===== config.mk =====
export PLATFORM = sky130hd
export DESIGN_NAME = cswk_status
export DESIGN_NICKNAME = d
export VERILOG_FILES = /design/src/inc/cswk_pkg.sv /design/src/design/cswk_err_counter.sv /design/src/design/cswk_status.sv
export SDC_FILE = /design/constraint.sdc
export NUM_CORES = 1
export LEC_CHECK = 0
export BUFFER_PORTS_ARGS = -buffer_cell sky130_fd_sc_hd__buf_4
export CORE_UTILIZATION = 50
export CTS_CLUSTER_DIAMETER = 60
export DETAILED_ROUTE_END_ITERATION = 8
export HOLD_SLACK_MARGIN = 0.02
export PLACE_DENSITY = 0.71
export SLEW_MARGIN = 20
export SYNTH_ARGS = -nofsm -noshare
export SYNTH_HDL_FRONTEND = slang
export SYNTH_SLANG_ARGS = --single-unit

===== constraint.sdc =====
create_clock -name core_clk -period 2.3 [get_ports core_clk]
set_input_delay 0.23 -clock core_clk [delete_from_list [all_inputs] [get_ports core_clk]]
set_output_delay 0.23 -clock core_clk [all_outputs]
set_load 0.005 [all_outputs]

===== src/inc/cswk_pkg.sv =====
/*
  Shared constants for the selective-wake status logic of CAN channel 2:
  register offsets, field positions, reset values, mode codes and widths.
  Assumes a 7-bit register address as used by the serial control port.
*/
package cswk_pkg;

  // register offsets on the 7-bit control address
  localparam logic [6:0] CSWK_ADDR_STATUS = 7'h68;
  localparam logic [6:0] CSWK_ADDR_ERRCNT = 7'h69;
  localparam logic [6:0] CSWK_ADDR_RATE_INT = 7'h6a;
  localparam logic [6:0] CSWK_ADDR_RATE_FRAC = 7'h6b;

  // status register field positions
  localparam int CSWK_BIT_SYNC = 6;
  localparam int CSWK_BIT_SILENCE = 3;
  localparam int CSWK_BIT_ACTIVE = 2;
  localparam int CSWK_BIT_PATTERN = 1;
  localparam int CSWK_BIT_FRAME = 0;

  // values after power-on or soft reset
  localparam logic [7:0] CSWK_RST_STATUS = 8'h00;
  localparam logic [7:0] CSWK_RST_ERRCNT = 8'h00;
  localparam logic [7:0] CSWK_RST_RATE_INT = 8'ha0;
  localparam logic [7:0] CSWK_RST_RATE_FRAC = 8'h00;

  // error counter width and overflow level
  localparam int CSWK_ECNT_W = 6;
  localparam logic [5:0] CSWK_ECNT_OVF = 6'h20;
  localparam logic [5:0] CSWK_ECNT_ZERO = 6'h00;

  // filtered clocks-per-bit width, split as integer 11:4 and fraction 3:0
  localparam int CSWK_AVG_W = 12;

  // transceiver mode code that never activates selective wake
  localparam logic [2:0] CSWK_MODE_NO_SWK = 3'h4;

  // answer for an unmapped address
  localparam logic [7:0] CSWK_RD_UNMAPPED = 8'h00;

  // selective-wake operating state, one-hot
  typedef enum logic [2:0] {
    CSWK_ST_OFF = 3'b001,
    CSWK_ST_ON = 3'b010,
    CSWK_ST_FAIL = 3'b100
  } cswk_state_e;

endpackage


===== src/design/cswk_err_counter.sv =====
/*
  Frame error counter of the selective-wake logic: counts up on a frame
  error, down on a valid frame while nonzero, and stops at overflow.
  Assumes one-cycle event pulses synchronous to core_clk.
*/
`timescale 1ns/1ps
module cswk_err_counter
  import cswk_pkg::*;
#(
  parameter int WIDTH = CSWK_ECNT_W
)
(
  input wire logic core_clk, // system clock
  input wire logic reset_n, // synchronous reset, active low
  input wire logic clear, // soft reset, clears the count
  input wire logic enable, // counting allowed
  input wire logic frame_err, // one received frame had an error
  input wire logic frame_ok, // one valid base-protocol frame received
  output logic [WIDTH-1:0] count_r, // current count
  output logic overflow_r // count has reached overflow level
);

  logic [WIDTH-1:0] count_nxt;
  logic at_ovf;

  assign at_ovf = (count_r == WIDTH'(CSWK_ECNT_OVF));

  //////////////////////////////////////////////////////////////////////
  // next count; frozen at overflow so the fallback is not undone by
  // later good frames
  always_comb
  begin
    count_nxt = count_r;
    if (enable && !at_ovf)
    begin
      if (frame_err && !frame_ok)
        count_nxt = count_r + WIDTH'(1);
      else if (frame_ok && !frame_err && count_r != WIDTH'(CSWK_ECNT_ZERO))
        count_nxt = count_r - WIDTH'(1);
    end
  end

  //////////////////////////////////////////////////////////////////////
  // count register and overflow flag
  always_ff @(posedge core_clk)
  begin
    if (!reset_n || clear)
    begin
      count_r <= WIDTH'(CSWK_ECNT_ZERO);
      overflow_r <= 1'b0;
    end
    else
    begin
      count_r <= count_nxt;
      overflow_r <= (count_nxt == WIDTH'(CSWK_ECNT_OVF));
    end
  end

endmodule


===== src/design/cswk_status.sv =====
/*
  Selective-wake status block for CAN channel 2: wake flags, activation
  state, frame error counter, recovered bit-rate and the read port of
  the four read-only status registers.
  Assumes the frame decoder delivers one-cycle event pulses and that the
  serial control interface issues single-cycle read strobes.
*/
`timescale 1ns/1ps
module cswk_status
  import cswk_pkg::*;
#(
  parameter int AVG_W = CSWK_AVG_W
)
(
  input wire logic core_clk, // 250 MHz system clock
  input wire logic reset_n, // synchronous power-on reset, active low
  input wire logic soft_reset, // soft reset pulse
  input wire logic frame_ok, // error-free valid frame received, pulse
  input wire logic frame_err, // frame with error received, pulse
  input wire logic silence_exceeded, // bus silence time exceeded, pulse
  input wire logic wake_pattern, // wake-up pattern detected, pulse
  input wire logic wake_frame, // matching wake frame detected, pulse
  input wire logic [2:0] transceiver_mode_code, // channel mode code
  input wire logic partial_wake_mode_bit, // selective wake mode chosen
  input wire logic configuration_valid_flag, // wake config is valid
  input wire logic system_error_clear, // software clears the error flag
  input wire logic [AVG_W-1:0] filtered_clocks_per_bit, // filter output
  input wire logic avg_valid, // filter output updated, pulse
  input wire logic rd_en, // register read strobe
  input wire logic [6:0] rd_addr, // register address
  output logic [7:0] rd_data_r, // read data
  output logic rd_valid_r, // read data valid, pulse
  output logic channel_system_error_flag_r, // channel system error
  output logic wake_capable_r, // plain CAN wake enabled
  output logic device_wake_r, // device wake-up request, pulse
  output logic swk_active_r // selective wake active
);

  //////////////////////////////////////////////////////////////////////
  // internal state

  cswk_state_e state_r;
  cswk_state_e state_nxt;
  logic sync_r;
  logic silence_timeout_flag_r;
  logic wake_pattern_seen_flag_r;
  logic wake_frame_seen_flag_r;
  logic [2:0] mode_prev_r;
  logic mode_seen_r;
  logic mode_change;
  logic activate;
  logic permit;
  logic [CSWK_ECNT_W-1:0] err_count;
  logic err_ovf;
  logic [7:0] clocks_per_bit_average_r;
  logic [3:0] fraction_r;
  logic clear_all;

  // soft reset acts like power-on reset for every register here
  assign clear_all = !reset_n || soft_reset;

  //////////////////////////////////////////////////////////////////////
  // helpers

  // assemble the status byte; reserved positions stay zero
  function automatic logic [7:0] pack_status(
    input logic sync,
    input logic silence,
    input logic active,
    input logic pattern,
    input logic frame
  );
    logic [7:0] v;
    v = 8'h00;
    v[CSWK_BIT_SYNC] = sync;
    v[CSWK_BIT_SILENCE] = silence;
    v[CSWK_BIT_ACTIVE] = active;
    v[CSWK_BIT_PATTERN] = pattern;
    v[CSWK_BIT_FRAME] = frame;
    return v;
  endfunction

  // a flag that hardware sets; the set wins over the clear
  function automatic logic sticky(
    input logic cur,
    input logic set,
    input logic clr
  );
    return set || (cur && !clr);
  endfunction

  //////////////////////////////////////////////////////////////////////
  // mode change detection; the first sample after reset is not a change,
  // otherwise a non-zero mode at reset release would activate by itself
  always_ff @(posedge core_clk)
  begin
    if (clear_all)
    begin
      mode_prev_r <= 3'h0;
      mode_seen_r <= 1'b0;
    end
    else
    begin
      mode_prev_r <= transceiver_mode_code;
      mode_seen_r <= 1'b1;
    end
  end

  assign mode_change = mode_seen_r &&
    (transceiver_mode_code != mode_prev_r);

  // conditions that must hold while selective wake is active
  assign permit = !channel_system_error_flag_r &&
    configuration_valid_flag && partial_wake_mode_bit;

  assign activate = mode_change && permit &&
    (transceiver_mode_code != CSWK_MODE_NO_SWK);

  //////////////////////////////////////////////////////////////////////
  // selective-wake state; fail is left only when software clears the
  // system error, so an overflowed channel cannot silently re-arm
  always_comb
  begin
    state_nxt = state_r;
    case (state_r)
      CSWK_ST_OFF:
      begin
        if (activate)
          state_nxt = CSWK_ST_ON;
      end
      CSWK_ST_ON:
      begin
        if (err_ovf)
          state_nxt = CSWK_ST_FAIL;
        else if (!permit)
          state_nxt = CSWK_ST_OFF;
      end
      CSWK_ST_FAIL:
      begin
        if (system_error_clear)
          state_nxt = CSWK_ST_OFF;
      end
      default:
      begin
        state_nxt = CSWK_ST_OFF;
      end
    endcase
  end

  always_ff @(posedge core_clk)
  begin
    if (clear_all)
      state_r <= CSWK_ST_OFF;
    else
      state_r <= state_nxt;
  end

  // active flag mirrors the on state
  always_ff @(posedge core_clk)
  begin
    if (clear_all)
      swk_active_r <= 1'b0;
    else
      swk_active_r <= (state_nxt == CSWK_ST_ON);
  end

  //////////////////////////////////////////////////////////////////////
  // frame error counter, counting only while selective wake runs

  cswk_err_counter #(
    .WIDTH(CSWK_ECNT_W)
  ) u_err_counter (
    .core_clk(core_clk),
    .reset_n(reset_n),
    .clear(soft_reset),
    .enable(state_r == CSWK_ST_ON),
    .frame_err(frame_err),
    .frame_ok(frame_ok),
    .count_r(err_count),
    .overflow_r(err_ovf)
  );

  //////////////////////////////////////////////////////////////////////
  // overflow fallback: system error and plain CAN wake capability;
  // an overflow in the clear cycle keeps the error flag set
  always_ff @(posedge core_clk)
  begin
    if (clear_all)
    begin
      channel_system_error_flag_r <= 1'b0;
      wake_capable_r <= 1'b0;
    end
    else
    begin
      channel_system_error_flag_r <= sticky(channel_system_error_flag_r,
        state_r == CSWK_ST_ON && err_ovf, system_error_clear);
      wake_capable_r <= sticky(wake_capable_r,
        state_r == CSWK_ST_ON && err_ovf, activate);
    end
  end

  // device wake on a pattern once the fallback is armed
  always_ff @(posedge core_clk)
  begin
    if (clear_all)
      device_wake_r <= 1'b0;
    else
      device_wake_r <= wake_capable_r && wake_pattern;
  end

  //////////////////////////////////////////////////////////////////////
  // status flags; sync is lost once selective wake stops running

  always_ff @(posedge core_clk)
  begin
    if (clear_all)
      sync_r <= 1'b0;
    else
      sync_r <= sticky(sync_r, frame_ok && state_r == CSWK_ST_ON,
        state_r != CSWK_ST_ON);
  end

  // silence flag: bus activity with a good frame ends the silence
  always_ff @(posedge core_clk)
  begin
    if (clear_all)
      silence_timeout_flag_r <= 1'b0;
    else
      silence_timeout_flag_r <= sticky(silence_timeout_flag_r,
        silence_exceeded && state_r == CSWK_ST_ON, frame_ok);
  end

  // wake event flags stay until reset
  always_ff @(posedge core_clk)
  begin
    if (clear_all)
    begin
      wake_pattern_seen_flag_r <= 1'b0;
      wake_frame_seen_flag_r <= 1'b0;
    end
    else
    begin
      wake_pattern_seen_flag_r <= sticky(wake_pattern_seen_flag_r,
        wake_pattern, 1'b0);
      wake_frame_seen_flag_r <= sticky(wake_frame_seen_flag_r,
        wake_frame && state_r == CSWK_ST_ON, 1'b0);
    end
  end

  //////////////////////////////////////////////////////////////////////
  // recovered bit rate, held between filter updates
  always_ff @(posedge core_clk)
  begin
    if (clear_all)
    begin
      clocks_per_bit_average_r <= CSWK_RST_RATE_INT;
      fraction_r <= CSWK_RST_RATE_FRAC[7:4];
    end
    else if (avg_valid)
    begin
      clocks_per_bit_average_r <= filtered_clocks_per_bit[11:4];
      fraction_r <= filtered_clocks_per_bit[3:0];
    end
  end

  //////////////////////////////////////////////////////////////////////
  // read port; a read only samples, it has no side effect on any state
  always_ff @(posedge core_clk)
  begin
    if (clear_all)
    begin
      rd_data_r <= CSWK_RST_STATUS;
      rd_valid_r <= 1'b0;
    end
    else
    begin
      rd_valid_r <= rd_en;
      if (rd_en)
      begin
        case (rd_addr)
          CSWK_ADDR_STATUS:
            rd_data_r <= pack_status(sync_r, silence_timeout_flag_r,
              swk_active_r, wake_pattern_seen_flag_r,
              wake_frame_seen_flag_r);
          CSWK_ADDR_ERRCNT:
            rd_data_r <= {2'h0, err_count};
          CSWK_ADDR_RATE_INT:
            rd_data_r <= clocks_per_bit_average_r;
          CSWK_ADDR_RATE_FRAC:
            rd_data_r <= {fraction_r, 4'h0};
          default:
            rd_data_r <= CSWK_RD_UNMAPPED;
        endcase
      end
    end
  end

endmodule


### Word level (Yosys, flattened, before mapping)

Cells that the tools add are included.

| word-level totals | value |
|---|---|
| register bits after elaboration | 43 |
| output and inout bits | 13 |

| operators by class | value |
|---|---|
| add/subtract/negate cells | 2 |
| eq/ne operators | 13 |
| multiplexer cells | 10 |
| reductions and logical operators | 34 |

Operators with widths:

| operator | number |
|---|---|
| $pmux W8 S4 | 1 |
| $eq A7 B7 Y1 const B | 4 |
| $logic_and A1 B1 Y1 | 18 |
| $mux W6 | 3 |
| $eq A6 B6 Y1 const B | 2 |
| $mux W3 | 4 |
| $pmux W3 S3 | 1 |
| $logic_not A1 Y1 | 8 |
| $logic_or A1 B1 Y1 | 7 |
| $add A6 B1 Y6 const B | 1 |
| $eq A3 B2 Y1 const B | 2 |
| $reduce_bool A6 Y1 | 1 |
| $sub A6 B1 Y6 const B | 1 |
| $eq A3 B1 Y1 const B | 1 |
| $eq A3 B3 Y1 const B | 1 |
| $ne A3 B2 Y1 const B | 1 |
| $ne A3 B3 Y1 | 1 |
| $ne A3 B3 Y1 const B | 1 |
| $mux W1 | 1 |

### Depth between registers and ports, before layout

Gate-level depths: netlist (run 1).

| depth | value |
|---|---|
| depth in word-level cells | 8 |
| depth in mapped cells | 7 |
| gate-level depth less buffers | 7 |

### Modules after synthesis

A second synthesis (run 1) with hierarchy kept.

| unflattened totals | value |
|---|---|
| cell total of the unflattened synthesis | 213 |
| area, all modules | 2073.2 sq um |

Modules (own cells, without submodules):

| module | times used | cells an instance | area each (sq um) |
|---|---|---|---|
| cswk_status | 1 | 146 | 1497.7 |
| cswk_err_counter | 1 | 67 | 575.6 |

### Worst setup path after synthesis (run 1)

Ideal clock, no wire load.

| timing | value |
|---|---|
| path kind | register -> register |
| from | register u_err_counter.count_r[0] |
| to | register u_err_counter.overflow_r |
| setup time | 127 ps |
| arrival | 1709 ps |
| path slack | 464 ps |
| stages on the path, launching flop included | 8 |
| clock period less this slack | 1836 ps |
| cell sequence | dfxtp_1 > inv_1 > ha_1 > nor4b_4 > o21a_1 > o41a_1 > o211ai_1 > nor4_2 |

| on the way | value |
|---|---|
| cells in the longest elaborated chain, start to end | 6 |
| elaborated cells on any way between the ends | 11 |
| classes of those cells | 2 x add/sub; 2 x eq/ne; 3 x mux; 4 x reduce/logical |

Ends and longest elaborated chain:

| item | RTL line | text |
|---|---|---|
| start, declared | cswk_err_counter.sv:19 | `output logic [WIDTH-1:0] count_r,` |
| start signal, assigned | cswk_err_counter.sv:49 | `count_r <= WIDTH'(CSWK_ECNT_ZERO);` |
| start signal, assigned | cswk_err_counter.sv:54 | `count_r <= count_nxt;` |
| branches (longest 4 deep; another with $sub A6 B1 Y6) | -- |  |
| $mux W6 (*) | cswk_err_counter.sv:34 | `if (enable && !at_ovf)` |
| $eq A6 B6 Y1 (*) | cswk_err_counter.sv:55 | `overflow_r <= (count_nxt == WIDTH'(CSWK_ECNT_OVF));` |
| end signal, assigned | cswk_err_counter.sv:55 |  |
| end, declared | cswk_err_counter.sv:20 | `output logic overflow_r` |

Mark *: on every way between the ends.
A chain may end at the register's enable or synchronous reset.

### Worst setup path in the final report (run 1)

Same ends and word-level chain as after synthesis.

==> results of run 1 <==
## kinds of logic after synthesis
group | after synthesis
mux | 20
simple gates | 88
compound gates | 47
fa+ha+maj | 3
buf+inv | 16
xor+xnor | 4
flops | 43
## worst max-delay path by stage
stage                              from                  endpoint  slack (ns)  cells after the start
2_1_floorplan  u_err_counter.count_r[0]  u_err_counter.overflow_r        0.46                      7
3_3_place_gp   u_err_counter.count_r[2]  u_err_counter.overflow_r        0.32                      5
3_5_place_dp   u_err_counter.count_r[0]  u_err_counter.overflow_r        0.28                      7
4_1_cts        u_err_counter.count_r[0]  u_err_counter.overflow_r        0.26                      7
5_1_grt        u_err_counter.count_r[0]  u_err_counter.overflow_r        0.02                      7
6_report       u_err_counter.count_r[0]  u_err_counter.overflow_r        0.24                      7
## power breakdown
| group | switching [mW] | internal [mW] |
|---|---|---|
| Combinational | 0.0627 | 0.0712 |
| Clock | 0.250 | 0.274 |
| Sequential | 0.00580 | 0.756 |
| Total | 0.319 | 1.10 |
## metal layers
| layer | vias to the layer above | GRT usage | part of all wire | wire [microns] |
|---|---|---|---|---|
| li1 | 893 | - | - | - |
| met1 | 857 | 0.321 | 0.49 | 2240 |
| met4 | 0 | 0.101 | 0.021 | 97 |
| met3 | 11 | 0.0466 | 0.048 | 221 |
| met5 | - | 0 | 0 | 0 |
| met2 | 55 | 0.351 | 0.44 | 2010 |
## stage by stage
| stage | hold slack (ns) | cell area, sq um | worst slack, ns | cells |
|---|---|---|---|---|
| 4_1_cts | 0.140 | 2520 | 0.259 | 317 |
| 3_5_place_dp | 0.449 | 2420 | 0.283 | 309 |
| 2_1_floorplan | 0.346 | 2040 | 0.464 | 221 |
| 6_report | 0.146 | 2520 | 0.239 | 317 |
| 3_3_place_gp | 0.443 | 2420 | 0.321 | 309 |
| 5_1_grt | 0.154 | 2520 | 0.0230 | 317 |
## worst max-delay path: cells and delay by family, from the launching register on
family / cells / cell delay [ns]
buf+inv: 1 / 0.15
simple gates: 3 / 0.76
flops: 1 / 0.42
compound gates: 2 / 0.42
fa+ha+maj: 1 / 0.24
## sequential cells by signal, summed over array words and instances, names as in the netlist, 3 cells and up
name	flops
mode_prev_r	3
fraction_r	4
clocks_per_bit_average_r	8
rd_data_r	8
state_r	3
u_err_counter.count_r	6
## cell usage in the layout, fill, tap and decap left out, drive strengths merged, types with 2 or more instances in the layout
cell type and n:
buf 49, dfxtp 43, nor2 32, mux2i 18, nand2 10, a21oi 9, nor3 9, o21ai 9
clkbuf 8, and2 7, a22oi 7, nor2b 6, o211ai 6, inv 5, nand2b 5, xnor2 4
nand3 3, and3 3, ha 3, clkinv 2, mux2 2, a32oi 2, o31a 2, a22o 2
nor4b 2, nor4 2
## final cells by class
cell class | count | area [sq um]
fill | 335 | 1250
multi-input combinational | 162 | 1100
sequential | 43 | 861
timing repair buffer | 49 | 368
clock buffer | 8 | 100
tap | 48 | 60.1
inverter | 7 | 26.3
==> flow_metrics.env, run 1 <==
export IMPL_via_count=1816
export IMPL_drtAntennaViolNets=0
export IMPL_syn_area_per_cell_sq_um=9.22
export IMPL_worstPathArrival_ns=2.28
export IMPL_r2r_end="u_err_counter.overflow_r"
export IMPL_ctsResizeCount=0
export IMPL_start_util=0.540
export IMPL_yosys_register_bits=43
export IMPL_critPathKind="reg2reg"
export IMPL_worstPathRequired_ns=2.52
export IMPL_core_area_sq_um=3770
export IMPL_p_per_area_nw_per_um2=564
export IMPL_synth_xor_area_frac=0.0172
export IMPL_yosys_area_share_simple=0.234
export IMPL_hp_start="wake_pattern"
export IMPL_syn_inst=221
export IMPL_num_rows=22
export IMPL_slew_violations=0
export IMPL_drive_above_1_share=0.227
export IMPL_cts_root_buf="clkbuf_8"
export IMPL_seq_area_frac_synth=0.422
export IMPL_synth_commonest_cells="43 x dfxtp_1, 32 x nor2_1, 18 x mux2i_1"
export IMPL_worstHoldPathType="in2reg"
export IMPL_final_util=0.668
export IMPL_cts_tree="built"
export IMPL_synthesis_area_sq_um=2040
export IMPL_yosysTopAreaCell="dfxtp_1"
export IMPL_synth_top_family_by_area="simple AND/OR/NAND/NOR gates"
export IMPL_synth_most_common_cell="dfxtp_1"
export IMPL_cp_cell_sequence="inv_1, ha_1, nor4b_4, o21a_1, nor4_1, o211ai_1, nor4_2"
export IMPL_synth_fa_ha_area_frac=0.0184
export IMPL_synthFlopType="dfxtp_1"
export IMPL_clkTransAtPathRegs_ns=0.08
export IMPL_grt_overflow_total=0
export IMPL_period_minus_slack_ns=2.06
export IMPL_rsz0062_at_grt="false"
export IMPL_final_nets=306
export IMPL_setup_viol=0
export IMPL_path_max_fanout=8
export IMPL_fin_tns_setup_ns=0
export IMPL_grtUsageTotal=0.233
export IMPL_grt_max_degree=33
export IMPL_cap_violations=0
export IMPL_viasPerCell=5.73
export IMPL_hold_path_cell_count=3
export IMPL_syn_to_final_growth_pct=23.5
export IMPL_drt_initial_drc_count=122
export IMPL_hold_viol=0
export IMPL_post_dp_hpwl_mm=3.32
export IMPL_finClkSkew_ns=0.00751
export IMPL_yosys_warnings=0
export IMPL_finalWirelength_mm=4.57
export IMPL_yosys_mux_area_fraction=0.0994
export IMPL_worst_pin_slew_ns=0.601
export IMPL_diodes=0
export IMPL_ctsHoldBuffers=0
export IMPL_grt_antenna_before_repair=0
export IMPL_cts_buffer_depth=2
export IMPL_timing_rr_start="u_err_counter.count_r[0]"
export IMPL_hold_path_end="wake_pattern_seen_flag_r"
export IMPL_post_route_period_util=0.896
export IMPL_slew_headroom=0.594
export IMPL_reg2reg_slack_ns=0.24
export IMPL_drc=0
export IMPL_p_leak_nw=1.04
export IMPL_postCtsSetupBuffers=0
export IMPL_die_h_microns=65.8
export IMPL_grt_pass1_wl_mm=7.56
export IMPL_cts_sinks=43
export IMPL_synth_top_area_frac=0.422
export IMPL_r2r_cells=7
export IMPL_ys_types=49
export IMPL_slowest_stage="dfxtp_1"
export IMPL_dieArea_sq_um=4340
export IMPL_wl_per_cell_microns=14.4
export IMPL_power_mw=1.42
export IMPL_die_w_microns=65.8
export IMPL_synth_edf_count=0
export IMPL_grt_pass1_vias=1686
export IMPL_numCtsBuffers=5
export IMPL_max_freq_mhz=485
export IMPL_vdd_drop_max_mv=0.354
export IMPL_finalWeightedCongestion=0.840
export IMPL_cp_end_kind="register"
export IMPL_synth_compound_area_frac=0.172
export IMPL_async_flop_share=0
export IMPL_io_pins=48
export IMPL_h_tree_depth=2
export IMPL_syn_nets=259
export IMPL_synthTopCellsByArea="dfxtp_1 42%, mux2i_1 8.8%, nor2_1 5.9%"
export IMPL_port_buffers=47
export IMPL_crit_path_max_incr_delay_ns=0.42
export IMPL_dr_pass1_iters=4
export IMPL_outcome="completed"
export IMPL_clk_latency_ns=0.30
export IMPL_startpoint_type="register"
(Power assumes the default switching activity.)
==> run 2: changes to the inputs <==
CORE_MARGIN = 3   (was default)
PLACE_DENSITY = 0.78   (was 0.71)
SYNTH_HIERARCHICAL = 1   (was default)
==> run 2 against run 1 <==
Clock power is 3% lower; via count is 7.7% lower; fmax is 6.4% higher; wire length is 2.4% lower; critical path type unchanged; critical endpoint is now u_err_counter/overflow_r; largest cell class unchanged.
==> flow_metrics.env, run 2 <==
export IMPL_finClkSkew_ns=0.00338
export IMPL_synthFlopType="dfxtp_1"
export IMPL_grtUsageTotal=0.188
export IMPL_dieArea_sq_um=4960
export IMPL_crit_family="simple AND/OR/NAND/NOR gates"
export IMPL_worstPathRequired_ns=2.51
export IMPL_synth_most_common_cell="dfxtp_1"
export IMPL_crit_buf_inv=1
export IMPL_finalWeightedCongestion=0.858
export IMPL_syn_nets=251
export IMPL_hold_viol=0
export IMPL_die_w_microns=70.4
export IMPL_final_common_cell="buf_4"
export IMPL_post_dp_hpwl_mm=3.41
export IMPL_vdd_drop_max_mv=0.276
export IMPL_async_flop_share=0
export IMPL_syn_area_per_cell_sq_um=9.73
export IMPL_clkTransAtPathRegs_ns=0.08
export IMPL_syn_inst=213
export IMPL_rsz0062_at_grt="false"
export IMPL_synthTopCellsByArea="dfxtp_1 42%, mux2i_1 7.7%, nor2_1 4.9%"
export IMPL_path_max_fanout=6
export IMPL_cts_root_buf="clkbuf_8"
export IMPL_cp_end_kind="register"
export IMPL_port_buffers=47
export IMPL_via_count=1677
export IMPL_post_route_period_util=0.842
export IMPL_p_per_area_nw_per_um2=551
export IMPL_yosys_warnings=6
export IMPL_drt_initial_drc_count=50
export IMPL_ys_types=55
export IMPL_wl_per_cell_microns=14.3
export IMPL_drtAntennaViolNets=0
export IMPL_h_tree_depth=2
export IMPL_diodes=0
export IMPL_p_leak_nw=1.13
export IMPL_cp_cell_sequence="inv_1, ha_1, nor4b_4, o22ai_2, o211ai_2, xor2_1, o211ai_1, nor4_2"
export IMPL_outcome="completed"
export IMPL_crit_start="u_err_counter/count_r[0]"
export IMPL_drc=0
export IMPL_grt_antenna_before_repair=0
export IMPL_max_freq_mhz=516
export IMPL_final_cell_mix="50 x buf_4, 43 x dfxtp_1, 27 x nor2_1, 17 x nand2_1, 16 x mux2i_1"
export IMPL_fin_tns_setup_ns=0
export IMPL_worstPathArrival_ns=2.14
export IMPL_synth_edf_count=0
export IMPL_period_minus_slack_ns=1.94
export IMPL_r2r_end="u_err_counter/overflow_r"
export IMPL_cts_sinks=43
export IMPL_seq_area_frac_synth=0.415
export IMPL_core_area_sq_um=3830
export IMPL_slew_violations=0
export IMPL_cap_violations=0
export IMPL_timing_rr_start="u_err_counter/count_r[0]"
export IMPL_synth_commonest_cells="43 x dfxtp_1, 27 x nor2_1, 17 x nand2_1"
export IMPL_crit_path_max_incr_delay_ns=0.35
export IMPL_viasPerCell=5.39
export IMPL_cts_buffer_depth=2
export IMPL_finalWorstSetupSlack_ns=0.363
export IMPL_finalWirelength_mm=4.46
export IMPL_critPathKind="reg2reg"
export IMPL_startpoint_type="register"
export IMPL_grt_max_degree=15
export IMPL_postCtsSetupBuffers=0
export IMPL_final_util=0.668
export IMPL_slew_headroom=0.710
export IMPL_grt_pass1_wl_mm=7.40
export IMPL_io_pins=48
export IMPL_grt_overflow_total=0
export IMPL_dr_pass1_iters=4
export IMPL_worstHoldPathType="in2reg"
export IMPL_numCtsBuffers=5
export IMPL_r2r_cells=8
export IMPL_yosysTopAreaCell="dfxtp_1"
export IMPL_largestRegisters="clocks_per_bit_average_r: 8 flops, rd_data_r: 8 flops, u_err_counter/count_r: 6 flops"
export IMPL_clk_latency_ns=0.29
export IMPL_grt_pass1_vias=1585
export IMPL_syn_to_final_growth_pct=23.4
export IMPL_die_h_microns=70.4
export IMPL_worst_pin_slew_ns=0.434
export IMPL_ctsResizeCount=0
export IMPL_setup_viol=0
export IMPL_ctsHoldBuffers=0
export IMPL_yosys_register_bits=43
export IMPL_num_rows=22
export IMPL_reg2reg_slack_ns=0.36
export IMPL_drive_above_1_share=0.274
export IMPL_pre_cts_slack_ns=0.421
export IMPL_start_util=0.542
export IMPL_cts_tree="built"
export IMPL_synthesis_area_sq_um=2070
export IMPL_worstSetupEndpoint="u_err_counter/overflow_r"
export IMPL_synth_top_area_frac=0.415
export IMPL_slowest_stage="dfxtp_1"
export IMPL_worst_path_stages=8
export IMPL_final_nets=300
==> run 2: tightest hold or removal path, stage by stage <==
cell and delay (ns):
buf_4 0.08, mux2i_1 0.05, nand2_1 0.05
==> run 2: worst min-delay path by stage <==
| stage | from | end | slack [ns] | cells after the start |
|---|---|---|---|---|
| 2_1_floorplan | wake_pattern | wake_pattern_seen_flag_r | 0.35 | 2 |
| 3_3_place_gp | wake_pattern | wake_pattern_seen_flag_r | 0.45 | 3 |
| 3_5_place_dp | clocks_per_bit_average_r[5] | clocks_per_bit_average_r[5] | 0.45 | 2 |
| 4_1_cts | filtered_clocks_per_bit[9] | clocks_per_bit_average_r[5] | 0.13 | 3 |
| 5_1_grt | filtered_clocks_per_bit[11] | clocks_per_bit_average_r[7] | 0.14 | 3 |
| 6_report | filtered_clocks_per_bit[9] | clocks_per_bit_average_r[5] | 0.14 | 3 |
==> run 2: layer usage <==
layer | share of wire | vias to the layer above | GRT usage
met5 | 0 | - | 0
met4 | 0.017 | 0 | 0.0660
met3 | 0.050 | 7 | 0.0576
met2 | 0.46 | 45 | 0.300
met1 | 0.47 | 768 | 0.239
li1 | - | 857 | -
==> run 2: cells by family after synthesis <==
kind of cell | count (synthesis) | share of synthesized area
xor gates and xnor gates | 9 | 0.0380
DFF | 43 | 0.415
muxes | 20 | 0.0990
adders and majority gates | 3 | 0.0181
and+or+nand+nor | 85 | 0.249
AOI/OAI and AO/OA | 39 | 0.146
buffers and inverters | 14 | 0.0350
==> run 2: power by group <==
| group | switching [mW] | internal (mW) | leakage (nW) | total [mW] |
|---|---|---|---|---|
| clock network | 0.261 | 0.245 | 0.0474 | 0.506 |
| logic | 0.0654 | 0.0754 | 0.731 | 0.141 |
| registers | 0.00619 | 0.756 | 0.349 | 0.762 |
| total | 0.332 | 1.08 | 1.13 | 1.41 |
==> run 2: per-stage QoR <==
step,hold slack [ns],power (mW),cells,area [sq um]
2_1_floorplan,0.346,0.852,213,2070
3_3_place_gp,0.446,0.920,303,2460
3_5_place_dp,0.450,0.921,303,2460
4_1_cts,0.133,1.42,311,2560
5_1_grt,0.135,1.47,311,2560
6_report,0.142,1.41,311,2560
==> run 2: cell type report <==
type | count | area (sq um)
fillers | 315 | 1270
clock buffers | 6 | 82.6
flip-flops and latches | 43 | 861
multi-input cells | 156 | 1140
well taps | 48 | 60.1
clock inverters | 2 | 16.3
inverters | 6 | 22.5
repair buffers | 50 | 375
==> run 3: changes to the inputs <==
CORE_UTILIZATION = 48   (was 50)
clock period = 1.75 ns   (was 2.3 ns; I/O delays follow)
==> run 3 against run 2 <==
Non-clock buffer count increased by 10; clock power increased by 34%; hold slack got worse by 0.044 ns; via count increased by 5.1%; final cell count increased by 3.9%; combinational power increased by 34%; flip-flop and latch count unchanged; wire length increased by 7.3%; clock skew decreased by 0.0011 ns; sequential power increased by 31%; largest cell class unchanged.
==> flow_metrics.env, run 3 (synthesis results as in run 2) <==
export IMPL_crit_path_max_incr_delay_ns=0.33
export IMPL_path_max_fanout=5
export IMPL_cp_end_kind="register"
export IMPL_start_util=0.507
export IMPL_hp_start="wake_pattern"
export IMPL_critPathKind="reg2reg"
export IMPL_grt_pass1_vias=1729
export IMPL_seqCellArea_sq_um=865
export IMPL_place_area_sq_um=2500
export IMPL_cap_violations=0
export IMPL_period_minus_slack_ns=1.70
export IMPL_rsz0062_at_grt="true"
export IMPL_worstHoldPathType="in2reg"
export IMPL_final_cell_mix="60 x buf_4, 40 x dfxtp_1, 27 x nor2_1, 17 x nand2_1, 16 x mux2i_1"
export IMPL_final_nets=310
export IMPL_finalWorstSetupSlack_ns=0.0524
export IMPL_grt_overflow_total=0
export IMPL_pre_cts_slack_ns=-0.00542
export IMPL_cts_root_buf="clkbuf_8"
export IMPL_slowest_stage="dfxtp_2"
export IMPL_diodes=0
export IMPL_worstPathArrival_ns=1.90
export IMPL_grt_antenna_before_repair=0
export IMPL_h_tree_depth=2
export IMPL_worst_pin_slew_ns=0.424
export IMPL_reg2reg_slack_ns=0.05
export IMPL_grtUsageTotal=0.193
export IMPL_cts_tree="built"
export IMPL_io_pins=48
export IMPL_max_freq_mhz=589
export IMPL_dr_pass1_iters=4
export IMPL_crit_family="simple AND/OR/NAND/NOR gates"
export IMPL_p_leak_nw=1.19
export IMPL_finalWirelength_mm=4.78
export IMPL_cp_cell_sequence="inv_2, ha_4, nor4b_4, buf_4, nor4b_2, o21ai_1, o2111ai_2, nor4_2"
export IMPL_timing_rr_start="u_err_counter/count_r[0]"
export IMPL_setup_viol=0
export IMPL_worst_hold_slack_ns=0.0979
export IMPL_power_mw=1.87
export IMPL_crit_buf_inv=2
export IMPL_cts_buffer_depth=2
export IMPL_multi_input_area_sq_um=1180
export IMPL_post_route_period_util=0.970
export IMPL_drtAntennaViolNets=0
export IMPL_core_area_sq_um=4090
export IMPL_final_common_cell="buf_4"
export IMPL_finalWeightedCongestion=0.886
export IMPL_worst_path_stages=8
export IMPL_slew_headroom=0.716
export IMPL_syn_to_final_growth_pct=29.4
export IMPL_port_buffers=47
export IMPL_drc=0
export IMPL_r2r_end="u_err_counter/overflow_r"
export IMPL_n_fill_cell=344
export IMPL_grt_max_degree=16
export IMPL_drt_initial_drc_count=70
export IMPL_drive_above_1_share=0.330
export IMPL_clk_latency_ns=0.29
export IMPL_hold_viol=0
export IMPL_clkTransAtPathRegs_ns=0.08
export IMPL_viasPerCell=5.46
export IMPL_finClkSkew_ns=0.00232
export IMPL_wl_per_cell_microns=14.8
export IMPL_via_count=1762
export IMPL_r2r_cells=8
export IMPL_slew_violations=0
export IMPL_num_rows=23
export IMPL_vdd_drop_max_mv=0.474
export IMPL_hold_path_cell_count=3
export IMPL_grt_pass1_wl_mm=7.91
export IMPL_post_dp_hpwl_mm=3.62
export IMPL_die_w_microns=71.7
export IMPL_numCtsBuffers=5
export IMPL_p_per_area_nw_per_um2=696
export IMPL_startpoint_type="register"
export IMPL_cts_sinks=43
export IMPL_post_route_cell_area_sq_um=2680
export IMPL_worstPathRequired_ns=1.96
export IMPL_outcome="completed"
export IMPL_die_h_microns=71.7
export IMPL_hold_path_end="wake_pattern_seen_flag_r"
export IMPL_largestRegisters="clocks_per_bit_average_r: 8 flops, rd_data_r: 8 flops, u_err_counter/count_r: 6 flops"
export IMPL_dieArea_sq_um=5140
## run 3: cell types whose count changed in the layout (fill, tap and decap cells not counted), sizes merged
| cell | change |
|---|---|
| clkinv | -1 |
| buf | +10 |
| clkbuf | +2 |
| clkinvlp | -1 |
## run 3: cell type report
type / instances / area share
Sequential cell: 43 / 0.322
Timing Repair Buffer: 60 / 0.168
Tap cell: 50 / 0.0233
Inverter: 6 / 0.00933
Clock buffer: 8 / 0.0373
Multi-Input combinational cell: 156 / 0.440
## run 3: repair_timing
action | 4_1_cts | 5_1_grt
pin swaps | 2 | 4
gates resized for setup | 2 | 11
endpoints found under the setup margin | 2 | 2
endpoints found under the hold margin | 0 | 0
setup buffers | 0 | 5
hold buffers | 0 | 0
## run 3: worst max path at each step
stage                                to                     start
6_report       u_err_counter/overflow_r  u_err_counter/count_r[0]
5_1_grt        u_err_counter/overflow_r  u_err_counter/count_r[0]
4_1_cts        u_err_counter/overflow_r  u_err_counter/count_r[1]
3_5_place_dp   u_err_counter/overflow_r  u_err_counter/count_r[1]
3_3_place_gp   u_err_counter/overflow_r                  frame_ok
2_1_floorplan  u_err_counter/overflow_r  u_err_counter/count_r[0]
## run 3: worst min-delay path, delay by kind of cell
kind                   cells  cell delay, ns
and+or+nand+nor            2            0.09
buffers and inverters      1            0.08
## run 3: power by group
part,internal [mW],switching [mW]
registers,0.993,0.00802
logic,0.100,0.0888
clock network,0.360,0.318
total,1.45,0.415
## run 3: metrics by stage
stage | utilization | std cells | setup TNS [ns]
after floorplan | - | 213 | 0
after global placement | 0.611 | 310 | 0
after detailed placement | 0.611 | 310 | -0.00542
after CTS | 0.637 | 318 | 0
after global routing | 0.656 | 323 | -0.0859
final | 0.656 | 323 | 0
## run 3: layer usage
| layer | vias to the layer above | GRT usage | share of wire |
|---|---|---|---|
| li1 | 875 | - | - |
| met1 | 821 | 0.243 | 0.44 |
| met2 | 56 | 0.315 | 0.48 |
| met3 | 10 | 0.0421 | 0.056 |
| met4 | 0 | 0.0877 | 0.024 |
| met5 | - | 0 | 0 |
